## src/rtl/jdi_defines.svh

```systemverilog
// offsets, field positions, reset values and timing of the jack/interrupt block
`ifndef JDI_DEFINES_SVH
`define JDI_DEFINES_SVH
`define JDI_OFF_JD 8'h0D
`define JDI_OFF_IRQ 8'h0F
`define JDI_OFF_STAT 8'h10
`define JDI_OFF_CLR 8'h11
`define JDI_OFF_DIS 8'h12
`define JDI_OFF_GPIO 8'h1A
`define JDI_OFF_DBCLK 8'h4B
`define JDI_RST_JD 16'h0000
`define JDI_RST_IRQ 16'h0000
`define JDI_RST_DIS 16'hFFFF
`define JDI_RST_GPIO 16'h0000
`define JDI_IRQ_WMASK 16'hFBF5
`define JDI_JD_SRC1 12
`define JDI_JD_RERUN 11
`define JDI_JD_SKIP 10
`define JDI_JD_INS 7
`define JDI_JD_EJ 4
`define JDI_JD_POL 3
`define JDI_JD_GATE 2
`define JDI_INTERRUPT_PIN_POLARITY 15
`define JDI_INTERRUPT_PIN_PULL_DIR 14
`define JDI_INTERRUPT_PIN_PULL_ON 13
`define JDI_INTERRUPT_PIN_DRIVE_STRENGTH 12
`define JDI_IRQ_OE 11
`define JDI_ST_INS 0
`define JDI_ST_EJ 2
`define JDI_ST_MIC 4
`define JDI_ST_SHD 9
`define JDI_P2_OUT 15
`define JDI_P2_PS 14
`define JDI_P2_DS 13
`define JDI_P2_PE 12
`define JDI_P2_OE 11
`define JDI_P1_POL 10
`define JDI_P1_SEL 7
`define JDI_P1_PS 6
`define JDI_P1_DS 5
`define JDI_P1_PE 4
`define JDI_P1_OE 3
`define JDI_CLK_NS 20
`define JDI_MS_NS 1000000
`endif

```

## src/rtl/jdi_pkg.sv

```systemverilog
// types shared by the jack/interrupt block
package jdi_pkg;
  typedef enum logic [0:0] {DB_HOLD, DB_SETTLE} jdi_db_e;
  typedef enum logic [2:0] {P1_ZERO, P1_JACK, P1_SCLK, P1_SDI, P1_LOOPCLK, P1_LOCK, P1_SDO, P1_OSC} jdi_p1fn_e;
  typedef logic [9:0] jdi_ms_t;
endpackage : jdi_pkg

```

## src/rtl/jdi_debounce.sv

```systemverilog
// millisecond debouncer for the combined jack level
`timescale 1ns/1ps
`default_nettype none
module jdi_debounce #(
  parameter int MS_CYC = 50000
) (
  // clock and reset
  input wire logic ref_clk,
  input wire logic nrst,
  // control
  input wire logic clk_on,
  input wire logic skip,
  input wire logic restart,
  input wire logic init_level,
  input wire logic ins_level,
  input wire jdi_pkg::jdi_ms_t t_ins,
  input wire jdi_pkg::jdi_ms_t t_ej,
  // levels
  input wire logic raw,
  output logic stable
);
  localparam int TW = $clog2(MS_CYC + 1);
  logic [TW-1:0] tick_cnt;
  logic tick;
  jdi_pkg::jdi_ms_t ms_cnt;
  jdi_pkg::jdi_db_e st;
  jdi_pkg::jdi_ms_t target;

  // millisecond tick, idle while the debounce clock is off
  always_ff @(posedge ref_clk) begin
    if (!nrst || !clk_on) begin
      tick_cnt <= '0;
      tick <= 1'b0;
    end else begin
      tick <= (tick_cnt == TW'(MS_CYC - 1));
      tick_cnt <= (tick_cnt == TW'(MS_CYC - 1)) ? '0 : tick_cnt + 1'b1;
    end
  end

  assign target = (raw == ins_level) ? t_ins : t_ej;

  // settle state machine
  always_ff @(posedge ref_clk) begin
    if (!nrst) begin
      st <= jdi_pkg::DB_HOLD;
      ms_cnt <= '0;
      stable <= 1'b1;
    end else if (restart) begin
      st <= jdi_pkg::DB_HOLD;
      ms_cnt <= '0;
      stable <= init_level;
    end else if (skip) begin
      st <= jdi_pkg::DB_HOLD;
      stable <= raw;
    end else begin
      case (st)
        jdi_pkg::DB_HOLD: begin
          ms_cnt <= '0;
          if (raw != stable) st <= jdi_pkg::DB_SETTLE;
        end
        jdi_pkg::DB_SETTLE: begin
          if (raw == stable) begin
            st <= jdi_pkg::DB_HOLD;
          end else if (tick) begin
            if (ms_cnt + 1'b1 >= target) begin
              stable <= raw;
              st <= jdi_pkg::DB_HOLD;
            end else begin
              ms_cnt <= ms_cnt + 1'b1;
            end
          end
        end
        default: st <= jdi_pkg::DB_HOLD;
      endcase
    end
  end
endmodule : jdi_debounce
`default_nettype wire

```

## src/rtl/jdi_sync.sv

```systemverilog
// two-flop synchroniser for pin inputs
`timescale 1ns/1ps
`default_nettype none
module jdi_sync #(
  parameter int W = 8
) (
  // clock and reset
  input wire logic ref_clk,
  input wire logic nrst,
  // pins and synced levels
  input wire logic [W-1:0] pin_in,
  output logic [W-1:0] sync_out
);
  logic [W-1:0] meta_reg;

  // two stages, first read only by second
  always_ff @(posedge ref_clk) begin
    if (!nrst) begin
      meta_reg <= '0;
      sync_out <= '0;
    end else begin
      meta_reg <= pin_in;
      sync_out <= meta_reg;
    end
  end
endmodule : jdi_sync
`default_nettype wire

```

## src/rtl/jdi_top.sv

```systemverilog
// jack detection, event status and interrupt/general pin logic
`timescale 1ns/1ps
`default_nettype none
`include "jdi_defines.svh"
// Operation
// - source one is pin, inverted pin, forced 0 or forced 1 by two bits
// - skip bit zero debounces the jack input, one bypasses debouncing
// - insertion and ejection settle 2^(setting+2) milliseconds each
// - insertion on falling edge with polarity zero, rising edge with one
// - sources combine through OR at zero, AND at one
// - interrupt pin active low at polarity zero, active high at one
// - interrupt driver off until enabled; pull and strength bits default zero
// - every event source has a mask bit, one masks it
// - mask bits align with disable bits 9,8,7,6,5,4,2,0
// - ejection code 00 clear, 01 seen, 10 cleared by insertion
// - insertion code 00 clear, 01 seen, 10 cleared by ejection; read only
// - writing one to a clear bit zeroes matching status bit
// - clear bits 0 or 1 clear insertion field, 2 or 3 ejection field
// - disable bit one blocks status and pin; all reset to one
// - pin one function selected by three-bit code among eight sources
// - pin one polarity bit inverts the selected function
// - pin one pull direction counts only with pull on; driver enable not gated
// - pin two pull enable is active low, direction defaults up
// - pin two drives programmed value only while its driver is enabled
module jdi_top #(
  parameter int MS_CYC = (`JDI_MS_NS + `JDI_CLK_NS - 1) / `JDI_CLK_NS
) (
  // clock and reset
  input wire logic ref_clk,
  input wire logic nrst,
  // register port
  input wire logic [7:0] reg_addr,
  input wire logic [15:0] reg_wdata,
  input wire logic reg_wr,
  input wire logic reg_rd,
  output logic [15:0] reg_rdata,
  // event pulses from the codec
  input wire logic mic_event,
  input wire logic lost_clock_event,
  input wire logic button_down_event,
  input wire logic button_up_event,
  input wire logic impedance_event,
  input wire logic shutdown_event,
  // asynchronous pin inputs
  input wire logic jack_pin_in,
  input wire logic pin_two_in,
  input wire logic serial_clk_in,
  input wire logic serial_data_in,
  input wire logic serial_data_out,
  input wire logic loop_clk_div,
  input wire logic loop_locked,
  input wire logic osc_clk,
  // interrupt pin
  output logic irq_out,
  output logic irq_oe_n,
  output logic irq_pull_on,
  output logic irq_pull_dir,
  output logic irq_drive_hi,
  // pin one
  output logic pin_one_out,
  output logic pin_one_oe_n,
  output logic pin_one_pull_on,
  output logic pin_one_pull_dir,
  output logic pin_one_drive_hi,
  // pin two
  output logic pin_two_out,
  output logic pin_two_oe_n,
  output logic pin_two_pull_on,
  output logic pin_two_pull_dir,
  output logic pin_two_drive_hi
);
  logic [15:0] jd_reg;
  logic [15:0] irqcfg_reg;
  logic [15:0] dis_reg;
  logic [15:0] gpio_reg;
  logic dbclk_reg;
  logic restart_reg;
  logic [1:0] ins_reg;
  logic [1:0] ej_reg;
  logic [15:0] flag_reg;
  logic stable_q;
  logic [7:0] sync;
  logic [15:0] clr;
  logic [15:0] ev;
  logic [15:0] gate;
  logic [15:0] status;
  logic src1;
  logic comb;
  logic stable;
  logic ins_lvl;
  logic ins_ev;
  logic ej_ev;
  logic irq_act;
  logic p1_fn;
  logic [2:0] p1_sel;

  // settle time in ms for a setting
  function automatic jdi_pkg::jdi_ms_t settle_ms(input logic [2:0] e);
    // widen first so settings 6 and 7 do not wrap the shift amount
    settle_ms = jdi_pkg::jdi_ms_t'(10'h001 << (4'(e) + 4'h2));
  endfunction : settle_ms

  // pins into the clock domain
  jdi_sync #(.W(8)) u_sync (
    .ref_clk(ref_clk),
    .nrst(nrst),
    .pin_in({jack_pin_in, pin_two_in, serial_clk_in, serial_data_in,
             serial_data_out, loop_clk_div, loop_locked, osc_clk}),
    .sync_out(sync)
  );

  always_comb begin
    case (jd_reg[`JDI_JD_SRC1+:2])
      2'h0: src1 = sync[6];
      2'h1: src1 = ~sync[6];
      2'h2: src1 = 1'b0;
      default: src1 = 1'b1;
    endcase
  end

  assign comb = jd_reg[`JDI_JD_GATE] ? (src1 & sync[7]) : (src1 | sync[7]);
  assign ins_lvl = jd_reg[`JDI_JD_POL];

  jdi_debounce #(.MS_CYC(MS_CYC)) u_deb (
    .ref_clk(ref_clk),
    .nrst(nrst),
    .clk_on(dbclk_reg),
    .skip(jd_reg[`JDI_JD_SKIP]),
    .restart(restart_reg),
    .init_level(~ins_lvl),
    .ins_level(ins_lvl),
    .t_ins(settle_ms(jd_reg[`JDI_JD_INS+:3])),
    .t_ej(settle_ms(jd_reg[`JDI_JD_EJ+:3])),
    .raw(comb),
    .stable(stable)
  );

  always_ff @(posedge ref_clk) begin
    if (!nrst) stable_q <= 1'b1;
    else stable_q <= stable;
  end
  assign ins_ev = (stable != stable_q) && (stable == ins_lvl);
  assign ej_ev = (stable != stable_q) && (stable != ins_lvl);

  // restart when rerun bit is written back to zero
  always_ff @(posedge ref_clk) begin
    if (!nrst) restart_reg <= 1'b0;
    else restart_reg <= reg_wr && (reg_addr == `JDI_OFF_JD)
                        && jd_reg[`JDI_JD_RERUN] && !reg_wdata[`JDI_JD_RERUN];
  end

  // control register writes
  always_ff @(posedge ref_clk) begin
    if (!nrst) begin
      jd_reg <= `JDI_RST_JD;
      irqcfg_reg <= `JDI_RST_IRQ;
      dis_reg <= `JDI_RST_DIS;
      gpio_reg <= `JDI_RST_GPIO;
      dbclk_reg <= 1'b0;
    end else if (reg_wr) begin
      case (reg_addr)
        `JDI_OFF_JD: jd_reg <= reg_wdata;
        `JDI_OFF_IRQ: irqcfg_reg <= reg_wdata & `JDI_IRQ_WMASK;
        `JDI_OFF_DIS: dis_reg <= reg_wdata;
        `JDI_OFF_GPIO: gpio_reg <= reg_wdata;
        `JDI_OFF_DBCLK: dbclk_reg <= reg_wdata[0];
        default: dbclk_reg <= dbclk_reg;
      endcase
    end
  end

  assign clr = (reg_wr && reg_addr == `JDI_OFF_CLR) ? reg_wdata : 16'h0000;
  assign ev = {6'h00, shutdown_event, impedance_event, button_up_event,
               button_down_event, lost_clock_event, mic_event, 4'h0};
  assign gate = ~dis_reg & ~irqcfg_reg;

  // single-bit flags, set wins over clear
  always_ff @(posedge ref_clk) begin
    if (!nrst) begin
      flag_reg <= 16'h0000;
    end else begin
      for (int i = `JDI_ST_MIC; i <= `JDI_ST_SHD; i++) begin
        flag_reg[i] <= (flag_reg[i] & ~clr[i]) | (ev[i] & ~dis_reg[i]);
      end
    end
  end

  always_ff @(posedge ref_clk) begin
    if (!nrst) ins_reg <= 2'h0;
    else if (ins_ev && !dis_reg[`JDI_ST_INS]) ins_reg <= 2'h1;
    else if (ej_ev && ins_reg == 2'h1) ins_reg <= 2'h2;
    else if (|clr[1:0]) ins_reg <= 2'h0;
  end

  always_ff @(posedge ref_clk) begin
    if (!nrst) ej_reg <= 2'h0;
    else if (ej_ev && !dis_reg[`JDI_ST_EJ]) ej_reg <= 2'h1;
    else if (ins_ev && ej_reg == 2'h1) ej_reg <= 2'h2;
    else if (|clr[3:2]) ej_reg <= 2'h0;
  end

  assign status = {flag_reg[15:4], ej_reg, ins_reg};

  assign irq_act = ((|ins_reg) & gate[`JDI_ST_INS])
                 | ((|ej_reg) & gate[`JDI_ST_EJ])
                 | (|(flag_reg[9:4] & gate[9:4]));

  // register read-back, unmapped reads zero
  always_ff @(posedge ref_clk) begin
    if (!nrst) begin
      reg_rdata <= 16'h0000;
    end else if (reg_rd) begin
      case (reg_addr)
        `JDI_OFF_JD: reg_rdata <= jd_reg;
        `JDI_OFF_IRQ: reg_rdata <= irqcfg_reg;
        `JDI_OFF_STAT: reg_rdata <= status;
        `JDI_OFF_DIS: reg_rdata <= dis_reg;
        `JDI_OFF_GPIO: reg_rdata <= gpio_reg;
        `JDI_OFF_DBCLK: reg_rdata <= {15'h0000, dbclk_reg};
        default: reg_rdata <= 16'h0000;
      endcase
    end
  end

  assign p1_sel = gpio_reg[`JDI_P1_SEL+:3];
  always_comb begin
    case (jdi_pkg::jdi_p1fn_e'(p1_sel))
      jdi_pkg::P1_ZERO: p1_fn = 1'b0;
      jdi_pkg::P1_JACK: p1_fn = comb;
      jdi_pkg::P1_SCLK: p1_fn = sync[5];
      jdi_pkg::P1_SDI: p1_fn = sync[4];
      jdi_pkg::P1_LOOPCLK: p1_fn = sync[2];
      jdi_pkg::P1_LOCK: p1_fn = sync[1];
      jdi_pkg::P1_SDO: p1_fn = sync[3];
      default: p1_fn = sync[0];
    endcase
  end

  // interrupt pin drive
  always_ff @(posedge ref_clk) begin
    if (!nrst) begin
      irq_out <= 1'b1;
      irq_oe_n <= 1'b1;
      irq_pull_on <= 1'b0;
      irq_pull_dir <= 1'b0;
      irq_drive_hi <= 1'b0;
    end else begin
      irq_out <= irqcfg_reg[`JDI_INTERRUPT_PIN_POLARITY] ? irq_act : ~irq_act;
      irq_oe_n <= ~irqcfg_reg[`JDI_IRQ_OE];
      irq_pull_on <= irqcfg_reg[`JDI_INTERRUPT_PIN_PULL_ON];
      irq_pull_dir <= irqcfg_reg[`JDI_INTERRUPT_PIN_PULL_DIR];
      irq_drive_hi <= irqcfg_reg[`JDI_INTERRUPT_PIN_DRIVE_STRENGTH];
    end
  end

  // general pin drive
  always_ff @(posedge ref_clk) begin
    if (!nrst) begin
      pin_one_out <= 1'b0;
      pin_one_oe_n <= 1'b1;
      pin_one_pull_on <= 1'b0;
      pin_one_pull_dir <= 1'b0;
      pin_one_drive_hi <= 1'b0;
      pin_two_out <= 1'b0;
      pin_two_oe_n <= 1'b1;
      pin_two_pull_on <= 1'b1;
      pin_two_pull_dir <= 1'b0;
      pin_two_drive_hi <= 1'b0;
    end else begin
      pin_one_out <= p1_fn ^ gpio_reg[`JDI_P1_POL];
      // pull direction only with pull on
      pin_one_oe_n <= ~gpio_reg[`JDI_P1_OE];
      pin_one_pull_on <= gpio_reg[`JDI_P1_PE];
      pin_one_pull_dir <= gpio_reg[`JDI_P1_PE] & gpio_reg[`JDI_P1_PS];
      pin_one_drive_hi <= gpio_reg[`JDI_P1_DS];
      pin_two_out <= gpio_reg[`JDI_P2_OUT];
      pin_two_oe_n <= ~gpio_reg[`JDI_P2_OE];
      pin_two_pull_on <= ~gpio_reg[`JDI_P2_PE];
      pin_two_pull_dir <= gpio_reg[`JDI_P2_PS];
      pin_two_drive_hi <= gpio_reg[`JDI_P2_DS];
    end
  end
endmodule : jdi_top
`default_nettype wire

```

## config.mk

```make
export PLATFORM = sky130hd
export DESIGN_NAME = jdi_top
export DESIGN_NICKNAME = d
export VERILOG_FILES = /design/src/rtl/jdi_pkg.sv /design/src/rtl/jdi_debounce.sv /design/src/rtl/jdi_sync.sv /design/src/rtl/jdi_top.sv
export VERILOG_INCLUDE_DIRS = /design/src /design/src/rtl
export SDC_FILE = /design/constraint.sdc
export NUM_CORES = 1
export LEC_CHECK = 0
export CAP_MARGIN = 20
export CORE_MARGIN = 4
export CORE_UTILIZATION = 30
export DETAILED_ROUTE_END_ITERATION = 16
export DONT_BUFFER_PORTS = 1
export GPL_ROUTABILITY_DRIVEN = 0
export SETUP_SLACK_MARGIN = 0.05
export SLEW_MARGIN = 20
export SYNTH_ARGS = -nofsm -noshare
export SYNTH_HDL_FRONTEND = slang
export SYNTH_HIERARCHICAL = 1
export SYNTH_SLANG_ARGS = --single-unit
```

## constraint.sdc

```tcl
create_clock -name ref_clk -period 5.5 [get_ports ref_clk]
set_input_delay 0.825 -clock ref_clk [delete_from_list [all_inputs] [get_ports ref_clk]]
set_output_delay 0.825 -clock ref_clk [all_outputs]
set_load 0.005 [all_outputs]
```

==> results of run 1 <==
routing by layer:
layer / wire length (um) / share of wire (%) / GRT usage, % / vias to the layer above
met2: 8120 / 45 / 22.0 / 171
met3: 1070 / 6.0 / 4.25 / 30
met1: 8230 / 46 / 18.4 / 2571
met4: 461 / 2.6 / 5.72 / 4
met5: 20 / 0.11 / 0 / -
li1: - / - / - / 2591
final timing paths:
path | startpoint | to | slack, ns | depth (start not counted)
worst max-delay path | u_sync/sync_out[6] | u_deb/stable | 1.75 | 12
worst min-delay path | irqcfg_reg[11] | irq_oe_n | 0.39 | 1
worst max register to register | u_sync/sync_out[6] | u_deb/stable | 1.75 | 12
worst min register to register | irqcfg_reg[11] | irq_oe_n | 0.39 | 1
cells by family after synthesis:
kind of cell	after synthesis	synth area share, %
xor gates and xnor gates	25	3.31
and+or+nand+nor	336	24.6
buffers and inverters	46	3.58
AOI/OAI and AO/OA	100	11.1
muxes	73	11.0
adders and majority gates	14	2.56
DFF	150	43.9
area by class of cell:
class	count	share of cell area (%)
clock buffers	17	5.59
inverters	9	0.444
repair buffers	2	0.197
clock inverters	14	2.27
flip-flops and latches	150	39.5
multi-input cells	548	47.3
well taps	285	4.69
placed cells by master (no fill, tap or decap), drive strengths merged, types with 3 or more instances in the layout:
cell type | synthesis | final
a211oi | 8 | 8
a21oi | 23 | 23
a221oi | 9 | 9
a222oi | 13 | 13
a22o | 8 | 8
a22oi | 7 | 7
a31oi | 4 | 4
and2 | 27 | 27
and3 | 11 | 11
and4 | 3 | 3
clkbuf | 19 | 17
clkinv | 0 | 7
dfxtp | 150 | 150
ha | 14 | 14
inv | 9 | 13
mux2 | 18 | 18
mux2i | 55 | 55
nand2 | 85 | 85
nand2b | 16 | 16
nand3 | 38 | 38
nand4 | 4 | 4
nor2 | 97 | 97
nor2b | 16 | 16
nor3 | 14 | 14
nor3b | 5 | 5
nor4 | 4 | 4
nor4b | 3 | 3
o211ai | 3 | 3
o21a | 6 | 6
o21ai | 7 | 7
or4 | 4 | 4
xnor2 | 12 | 12
xor2 | 13 | 13
Yosys cell counts (all sizes together), types with 5 or more instances:
cell    count  area, sq um
a211oi      8         60.1
a21oi      23          123
a221oi      9         78.8
a222oi     13          130
a22o        8         70.1
a22oi       7         52.6
and2       27          184
and3       11         70.1
buf        18          140
clkbuf     19         71.3
dfxtp     150         3000
ha         14          175
inv         9         33.8
mux2       18          203
mux2i      55          551
nand2      85          327
nand2b     16          100
nand3      38          190
nor2       97          364
nor2b      16          100
nor3       14         70.1
nor3b       5         37.5
o21a        6         45.0
o21ai       7         35.0
xnor2      12          113
xor2       13          114
power groups by stage:
| stage | Combinational [mW] | Clock (mW) | Sequential, mW |
|---|---|---|---|
| after floorplan | 0.0458 | 0 | 1.12 |
| after CTS | 0.0465 | 1.20 | 1.10 |
| after detailed placement | 0.0464 | 0 | 1.12 |
| final | 0.0465 | 1.18 | 1.10 |
| after global placement | 0.0461 | 0 | 1.12 |
| after global routing | 0.0501 | 1.25 | 1.10 |
==> metrics.txt, run 1 <==
status=finished, final reports clean; RSZ-0062 raised after global routing=false; Post-CTS Setup Bufs=0; startpoint types=flip-flop; sequential cell fraction of total power=47.3%; initial DRC count=478; vias per cell=5.24; Port Buffers=0; DP HPWL=12.3 mm; Sw Pwr=527 uW; Tot Pwr=2.32 mW; CTS Buf Count=17; DRC viols=0; CP delay by family, top=compound AO/OA/AOI/OAI gates; chip height=159 um; via count=5367; Starting Density=30.3%; Primary FF master, synth=dfxtp_1; Layout fillers=2333; post-CTS resize count=0; clock tree sinks=150; gr usage total=14.1%; setup TNS=0 ns; Crit-path slowest cell=xnor2_2; sw frac=22.7%; Least-Margin Pin Slew=1.02 ns; Buf/Inv on CP=0; Post-Syn Area per Cell=9.20 sq um; Post-Route WL=17.9 mm; post-layout min period=3.75 ns; core area=22600 sq um; CP cell instances=nor2b_1 > xnor2_1 > o21ai_0 > xnor2_2 > mux2_2 > ha_1 > nand2b_1 > a21oi_2 > o41a_2 > a221oi_1 > mux2_1 > o2111ai_1; layout cells sized above 1=10.3%; Top-Level Pins=73; worst hold-check path type=reg2reg; WHS=0.393 ns; worst setup margin=1.75 ns; design area=7610 sq um; leakage=2.99 nW; Root Driver=clkbuf_16; crit path max fanout=10; WS Path Type=reg2reg; clock share of power=50.7%; VDD IR-drop max=0.148 mV; Netlist cell types=62; clock buffer depth=2; Arr. time, crit path=4.09 ns; hold buffers post-CTS=0; total grt overflow=0; Gate power share=2.0%; dpl ws=1.77 ns; # placed instances=994; P_int=1.79 mW; Max Freq=267 MHz; final setup violation count=0; relative slew slack=31.0%; Rows=55; Routed WL per cell=17.5 um; fin crit share=68.2%; CTS tree=built; DRT Pass-1 Iters=5; initial antenna violation count=2; # diodes=0; cell area after placement=7010 sq um; pin count of the biggest net entering global routing=60; Final Skew=0.0110 ns; Post-Layout Cell Count=1025; Syn-to-layout area delta=11.1%; Max Slew Vio Count=0; synthesized cell area=6850 sq um; vias in the first global route=5237; H-tree depth=4; Final #Nets=784; Seq. cell area=3000 sq um; worst path required time=5.84 ns; pwr dens=305 nW/um^2; Final ANT Viol Nets=0; first-pass GRT wire length=28.6 mm; Async SR Flop Fraction=0%; Multi-input gate area=3600 sq um; Core Util, Final=33.7%; sequential fraction of the synthesis area=43.9%; Ys Warns=6; critical path endpoint category=flip-flop; Worst path max stage delay=0.65 ns; Die ar.=25300 sq um; Post-Synthesis Cells=744; chip width=159 um; Seq cells post-synth=150; Post-synth EDFFs=0; max-cap violation count=0; final hold viol count=0; syn_nets=800; clock transition at the registers of the reported paths=0.06 ns; worst-skew pair later-pin latency=0.42 ns
Power figures use the tool's default switching activity.
==> run 2: changes to the inputs <==
Clock period 5.5 ns to 3.85 ns, I/O delays scaled along.
==> run 2 against run 1 <==
Combinational power increased by 47%. Routed wire length decreased by 0.59%. Design area unchanged. Utilization unchanged. Sequential share of layout area unchanged. Worst setup slack got worse by 1.4 ns. Hold slack got worse by 0.15 ns. First-iteration DRC count increased by 2.1%. Cell count increased by 0.68%. Register-to-register slack got worse by 1.4 ns. Sequential power increased by 43%.
==> metrics.txt, run 2 (same netlist as run 1, synthesis figures left out) <==
RSZ-0062 raised after global routing=false (unchanged); chip width=159 um (unchanged); Arr. time, crit path=3.84 ns (was 4.09 ns); relative slew slack=37.0% (was 31.0%); first-pass GRT wire length=28.4 mm (was 28.6 mm); core area=22600 sq um (unchanged); final setup violation count=0 (unchanged); R2R depth=13 (was 12); Rows=55 (unchanged); Routed WL per cell=17.3 um (was 17.5 um); H-tree depth=4 (unchanged); Worst path max stage delay=0.56 ns (was 0.65 ns); Root Driver=clkbuf_16 (unchanged); vias per cell=5.18 (was 5.24); Seq. cell area=3000 sq um (unchanged); Final Skew=0.0163 ns (was 0.0110 ns); pwr dens=420 nW/um^2 (was 305 nW/um^2); initial DRC count=488 (was 478); setup TNS=0 ns (unchanged); critical path endpoint category=flip-flop (unchanged); post-layout min period=3.50 ns (was 3.75 ns); crit path max fanout=7 (was 10); Syn-to-layout area delta=11.1% (unchanged); # diodes=0 (unchanged); gr usage total=14.0% (was 14.1%); Post-CTS Setup Bufs=0 (unchanged); most common cell after layout, fill and taps aside=dfxtp_1 (unchanged); DP HPWL=12.4 mm (was 12.3 mm); final hold viol count=0 (unchanged); CP cell instances=nor2b_1 > xnor2_1 > o21ai_0 > buf_4 > xnor2_2 > buf_4 > mux2i_1 > ha_1 > nand4_1 > o41a_2 > a221oi_1 > mux2_1 > o2111ai_1 (was nor2b_1 > xnor2_1 > o21ai_0 > xnor2_2 > mux2_2 > ha_1 > nand2b_1 > a21oi_2 > o41a_2 > a221oi_1 > mux2_1 > o2111ai_1); VDD IR-drop max=0.182 mV (was 0.148 mV); WS Path Type=reg2reg (unchanged); startpoint types=flip-flop (unchanged); Final ANT Viol Nets=0 (unchanged); Final #Nets=790 (was 784); clock tree sinks=150 (unchanged); most frequent CP cell=buf_4; Crit-path slowest cell=o41a_2 (was xnor2_2); Least-Margin Pin Slew=0.935 ns (was 1.02 ns); cell area after placement=7050 sq um (was 7010 sq um); DRT Pass-1 Iters=6 (was 5); commonest non-fill, non-tap cells in the layout=dfxtp_1, nor2_1, nand2_1 (unchanged); status=finished, final reports clean (unchanged); hold buffers post-CTS=0 (unchanged); pin count of the biggest net entering global routing=60 (unchanged); leakage=3.00 nW (was 2.99 nW); CTS Buf Count=17 (unchanged); via count=5349 (was 5367); fin crit share=91.0% (was 68.2%); Worst Hold Depth=1 (unchanged); Core Util, Final=33.7% (unchanged); Layout fillers=2315 (was 2333); clock buffer depth=2 (unchanged); vias in the first global route=5134 (was 5237); DRC viols=0 (unchanged); design area=7610 sq um (unchanged); post-CTS resize count=0 (unchanged); Port Buffers=0 (unchanged); max-cap violation count=0 (unchanged); worst-skew pair later-pin latency=0.43 ns (was 0.42 ns); Die ar.=25300 sq um (unchanged); Max Slew Vio Count=0 (unchanged); worst hold-check path type=in2reg (was reg2reg); clock transition at the registers of the reported paths=0.06 ns (about the same); total grt overflow=0 (unchanged); CTS tree=built (unchanged); worst path required time=4.19 ns (was 5.84 ns); Multi-input gate area=3600 sq um (unchanged); layout cells sized above 1=11.0% (was 10.3%); Starting Density=30.3% (unchanged); chip height=159 um (unchanged); Post-Route WL=17.8 mm (was 17.9 mm); initial antenna violation count=2 (unchanged); Top-Level Pins=73 (unchanged); Max Freq=286 MHz (was 267 MHz)
run 2: critical path, delay by kind of cell, from the launching register on:
family / cells / cell delay (ns)
multiplexers: 2 / 0.46
buffers and inverters: 2 / 0.41
AO/OA/AOI/OAI: 4 / 1.18
AND/OR/NAND/NOR: 2 / 0.27
XOR/XNOR: 2 / 0.51
flip-flops: 1 / 0.30
adder cells (fa/ha/maj): 1 / 0.29
run 2: layer usage:
layer,up-vias,part of all wire [%],global-route usage (%),routed length [um]
met4,4,1.5,4.38,259
met2,139,45,21.8,8080
met5,-,0.15,0,27
met1,2562,46,18.7,8120
met3,23,7.4,4.22,1310
li1,2621,-,-,-
run 2: report_power, final:
| group | internal, mW | total [mW] | leakage (nW) | switching, mW |
|---|---|---|---|---|
| combinational | 0.0297 | 0.0682 | 1.52 | 0.0385 |
| clock | 0.860 | 1.56 | 0.267 | 0.698 |
| sequential | 1.56 | 1.57 | 1.21 | 0.00459 |
| total | 2.45 | 3.19 | 3.00 | 0.741 |
run 2: worst paths after layout:
kind	startpoint	to	slack (ns)
worst max-delay path	u_sync/sync_out[6]	u_deb/stable	0.35
worst min-delay path	reg_rd	reg_rdata[0]	0.24
worst max register to register	u_sync/sync_out[6]	u_deb/stable	0.35
worst min register to register	irqcfg_reg[11]	irq_oe_n	0.39
run 2: cell type report:
type / instances / share of cell area [%]
Sequential cell: 150 / 39.5
Inverter: 9 / 0.444
Timing Repair Buffer: 8 / 0.790
Clock buffer: 19 / 5.82
Tap cell: 285 / 4.69
Multi-Input combinational cell: 548 / 47.3
Clock inverter: 13 / 1.45
run 2: stage by stage:
stage	std cells	power, mW	hold WS [ns]	setup slack [ns]
after detailed placement	1000	1.67	0.386	0.391
after global routing	1032	3.31	0.232	0.173
after global placement	1000	1.67	0.390	0.458
after CTS	1032	3.23	0.219	0.359
after floorplan	744	1.67	0.367	0.476
final	1032	3.19	0.241	0.348
==> run 3: changes to the inputs <==
Settings changed: GPL_TIMING_DRIVEN from default to 0, RECOVER_POWER from default to 100.
==> run 3 against run 2 <==
Die area unchanged. Sequential share of layout area down 0.88 points. Worst setup slack better by 0.021 ns. Non-clock buffer count is 33 higher. Clock-buffer cell count did not move. Clock power up 15%. Flip-flop and latch count did not move. Largest power group is now clock. First-iteration DRC count up 15%. Fmax is 0.60% higher. Utilization is 0.76 points higher.
==> metrics.txt, run 3 (same netlist as run 1, synthesis figures left out) <==
RSZ-0062 raised after global routing=false (unchanged); worst hold-check path type=in2reg (unchanged); clock transition at the registers of the reported paths=0.06 ns (about the same); Max Freq=287 MHz (was 286 MHz); vias in the first global route=5294 (was 5134); design area=7780 sq um (was 7610 sq um); worst-skew pair later-pin latency=0.42 ns (was 0.43 ns); Crit-path slowest cell=dfxtp_1 (was o41a_2); final setup violation count=0 (unchanged); fin crit share=90.4% (was 91.0%); most common cell after layout, fill and taps aside=dfxtp_1 (unchanged); CTS Buf Count=17 (unchanged); R2R depth=13 (unchanged); chip width=159 um (unchanged); Arr. time, crit path=3.78 ns (was 3.84 ns); startpoint types=flip-flop (unchanged); Die ar.=25300 sq um (unchanged); final hold viol count=0 (unchanged); WS Path Type=reg2reg (unchanged); flop2flop setup slack=0.37 ns (was 0.35 ns); Root Driver=clkbuf_16 (unchanged); H-tree depth=4 (unchanged); Post-Layout Cell Count=1067 (was 1032); CP cell instances=nor2b_1 > xnor2_1 > o21ai_2 > xnor2_2 > buf_4 > mux2i_1 > ha_1 > a211o_1 > a21oi_1 > o41a_2 > nand4_1 > a22o_1 > mux2_2 (was nor2b_1 > xnor2_1 > o21ai_0 > buf_4 > xnor2_2 > buf_4 > mux2i_1 > ha_1 > nand4_1 > o41a_2 > a221oi_1 > mux2_1 > o2111ai_1); max-cap violation count=0 (unchanged); clock buffer depth=2 (unchanged); Routed WL per cell=17.9 um (was 17.3 um); via count=5530 (was 5349); layout cells sized above 1=9.49% (was 11.0%); critical path endpoint category=flip-flop (unchanged); Max Slew Vio Count=0 (unchanged); status=finished, final reports clean (unchanged); clock tree sinks=150 (unchanged); Worst Hold Depth=1 (unchanged); Worst Hold Launch=nrst (was reg_rd); Port Buffers=0 (unchanged); crit path max fanout=8 (was 7); Syn-to-layout area delta=13.6% (was 11.1%); chip height=159 um (unchanged); worst path required time=4.15 ns (was 4.19 ns); # placed instances=1029 (was 1000); Multi-input gate area=3550 sq um (was 3600 sq um); VDD IR-drop max=0.222 mV (was 0.182 mV); RR Endpoint=u_deb/ms_cnt[0] (was u_deb/stable); total grt overflow=0 (unchanged); leakage=3.06 nW (was 3.00 nW); core area=22600 sq um (unchanged); first-pass GRT wire length=29.9 mm (was 28.4 mm); Final ANT Viol Nets=0 (unchanged); Final #Nets=823 (was 790); Seq. cell area=3000 sq um (unchanged); commonest non-fill, non-tap cells in the layout=dfxtp_1, nor2_1, nand2_1 (unchanged); Final Skew=0.00843 ns (was 0.0163 ns); Least-Margin Pin Slew=1.28 ns (was 0.935 ns); post-layout min period=3.48 ns (was 3.50 ns); CTS tree=built (unchanged); pwr dens=444 nW/um^2 (was 420 nW/um^2); Layout fillers=2345 (was 2315); cell area after placement=7200 sq um (was 7050 sq um); vias per cell=5.18 (about the same); Worst path max stage delay=0.41 ns (was 0.56 ns); initial antenna violation count=3 (was 2); Top-Level Pins=73 (unchanged); Rows=55 (unchanged); gr usage total=15.0% (was 14.0%); relative slew slack=14.0% (was 37.0%); reg2reg start=jd_reg[13] (was u_sync/sync_out[6]); DRT Pass-1 Iters=9 (was 6); Starting Density=30.3% (unchanged); Post-Route WL=19.1 mm (was 17.8 mm); DP HPWL=13.7 mm (was 12.4 mm); initial DRC count=562 (was 488); Min-Delay Endpoint=u_deb/stable (was reg_rdata[0]); DRC viols=0 (unchanged); pin count of the biggest net entering global routing=17 (was 60)
==> run 3: worst max path at each step <==
| stage | from | to | slack, ns | cells after the start |
|---|---|---|---|---|
| floorplan | jd_reg[13] | u_deb/stable | 0.48 | 12 |
| global placement | jd_reg[13] | u_deb/stable | -0.10 | 12 |
| detailed placement | jd_reg[13] | u_deb/stable | -0.12 | 12 |
| CTS | jd_reg[13] | u_deb/stable | 0.24 | 13 |
| global route | jd_reg[13] | u_deb/ms_cnt[0] | 0.12 | 13 |
| finish | jd_reg[13] | u_deb/ms_cnt[0] | 0.37 | 13 |
==> run 3: report_power, final <==
group          total, mW  internal (mW)  leakage [nW]  switching, mW
clock               1.79           1.11         0.297          0.677
combinational     0.0975         0.0341          1.55         0.0634
sequential          1.57           1.56          1.21        0.00469
==> run 3: metal layers <==
| metal | GRT usage (%) | vias up | routed length (um) |
|---|---|---|---|
| met5 | 0 | - | 13 |
| met4 | 4.34 | 2 | 306 |
| met3 | 4.76 | 24 | 1520 |
| met2 | 23.7 | 184 | 8610 |
| met1 | 19.7 | 2625 | 8680 |
| li1 | - | 2695 | - |
==> run 3: area by class of cell <==
cell class | instances | area share [%]
buffer | 37 | 2.04
sequential | 150 | 38.6
tap | 285 | 4.58
timing repair buffer | 4 | 0.386
multi-input combinational | 548 | 45.7
clock inverter | 13 | 2.49
inverter | 9 | 0.434
antenna | 2 | 0.0643
clock buffer | 19 | 5.69
==> run 3: repair_timing <==
action | CTS | global route
resized for setup | 1 | 1
pin swaps | 1 | 0
endpoints found under the setup margin | 5 | 1
setup buffers | 4 | 0
hold buffers | 0 | 0
==> run 3: metrics by stage <==
| stage | utilization (%) | setup slack, ns | hold slack (ns) | TNS [ns] | total power, mW |
|---|---|---|---|---|---|
| floorplan | - | 0.476 | 0.367 | 0 | 1.67 |
| global placement | 31.9 | -0.102 | 0.388 | -0.102 | 1.70 |
| detailed placement | 31.9 | -0.118 | 0.390 | -0.118 | 1.70 |
| CTS | 34.9 | 0.239 | 0.240 | 0 | 3.48 |
| global route | 34.5 | 0.118 | 0.242 | 0 | 3.55 |
| finish | 34.5 | 0.369 | 0.250 | 0 | 3.45 |
==> run 3: critical path, delay by kind of cell, from the launching register on <==
| kind | cells | cell delay [ns] |
|---|---|---|
| compound gates | 5 | 1.21 |
| mux | 2 | 0.52 |
| xor+xnor | 2 | 0.47 |
| flops | 1 | 0.41 |
| simple gates | 2 | 0.31 |
| fa+ha+maj | 1 | 0.26 |
| buf+inv | 1 | 0.20 |
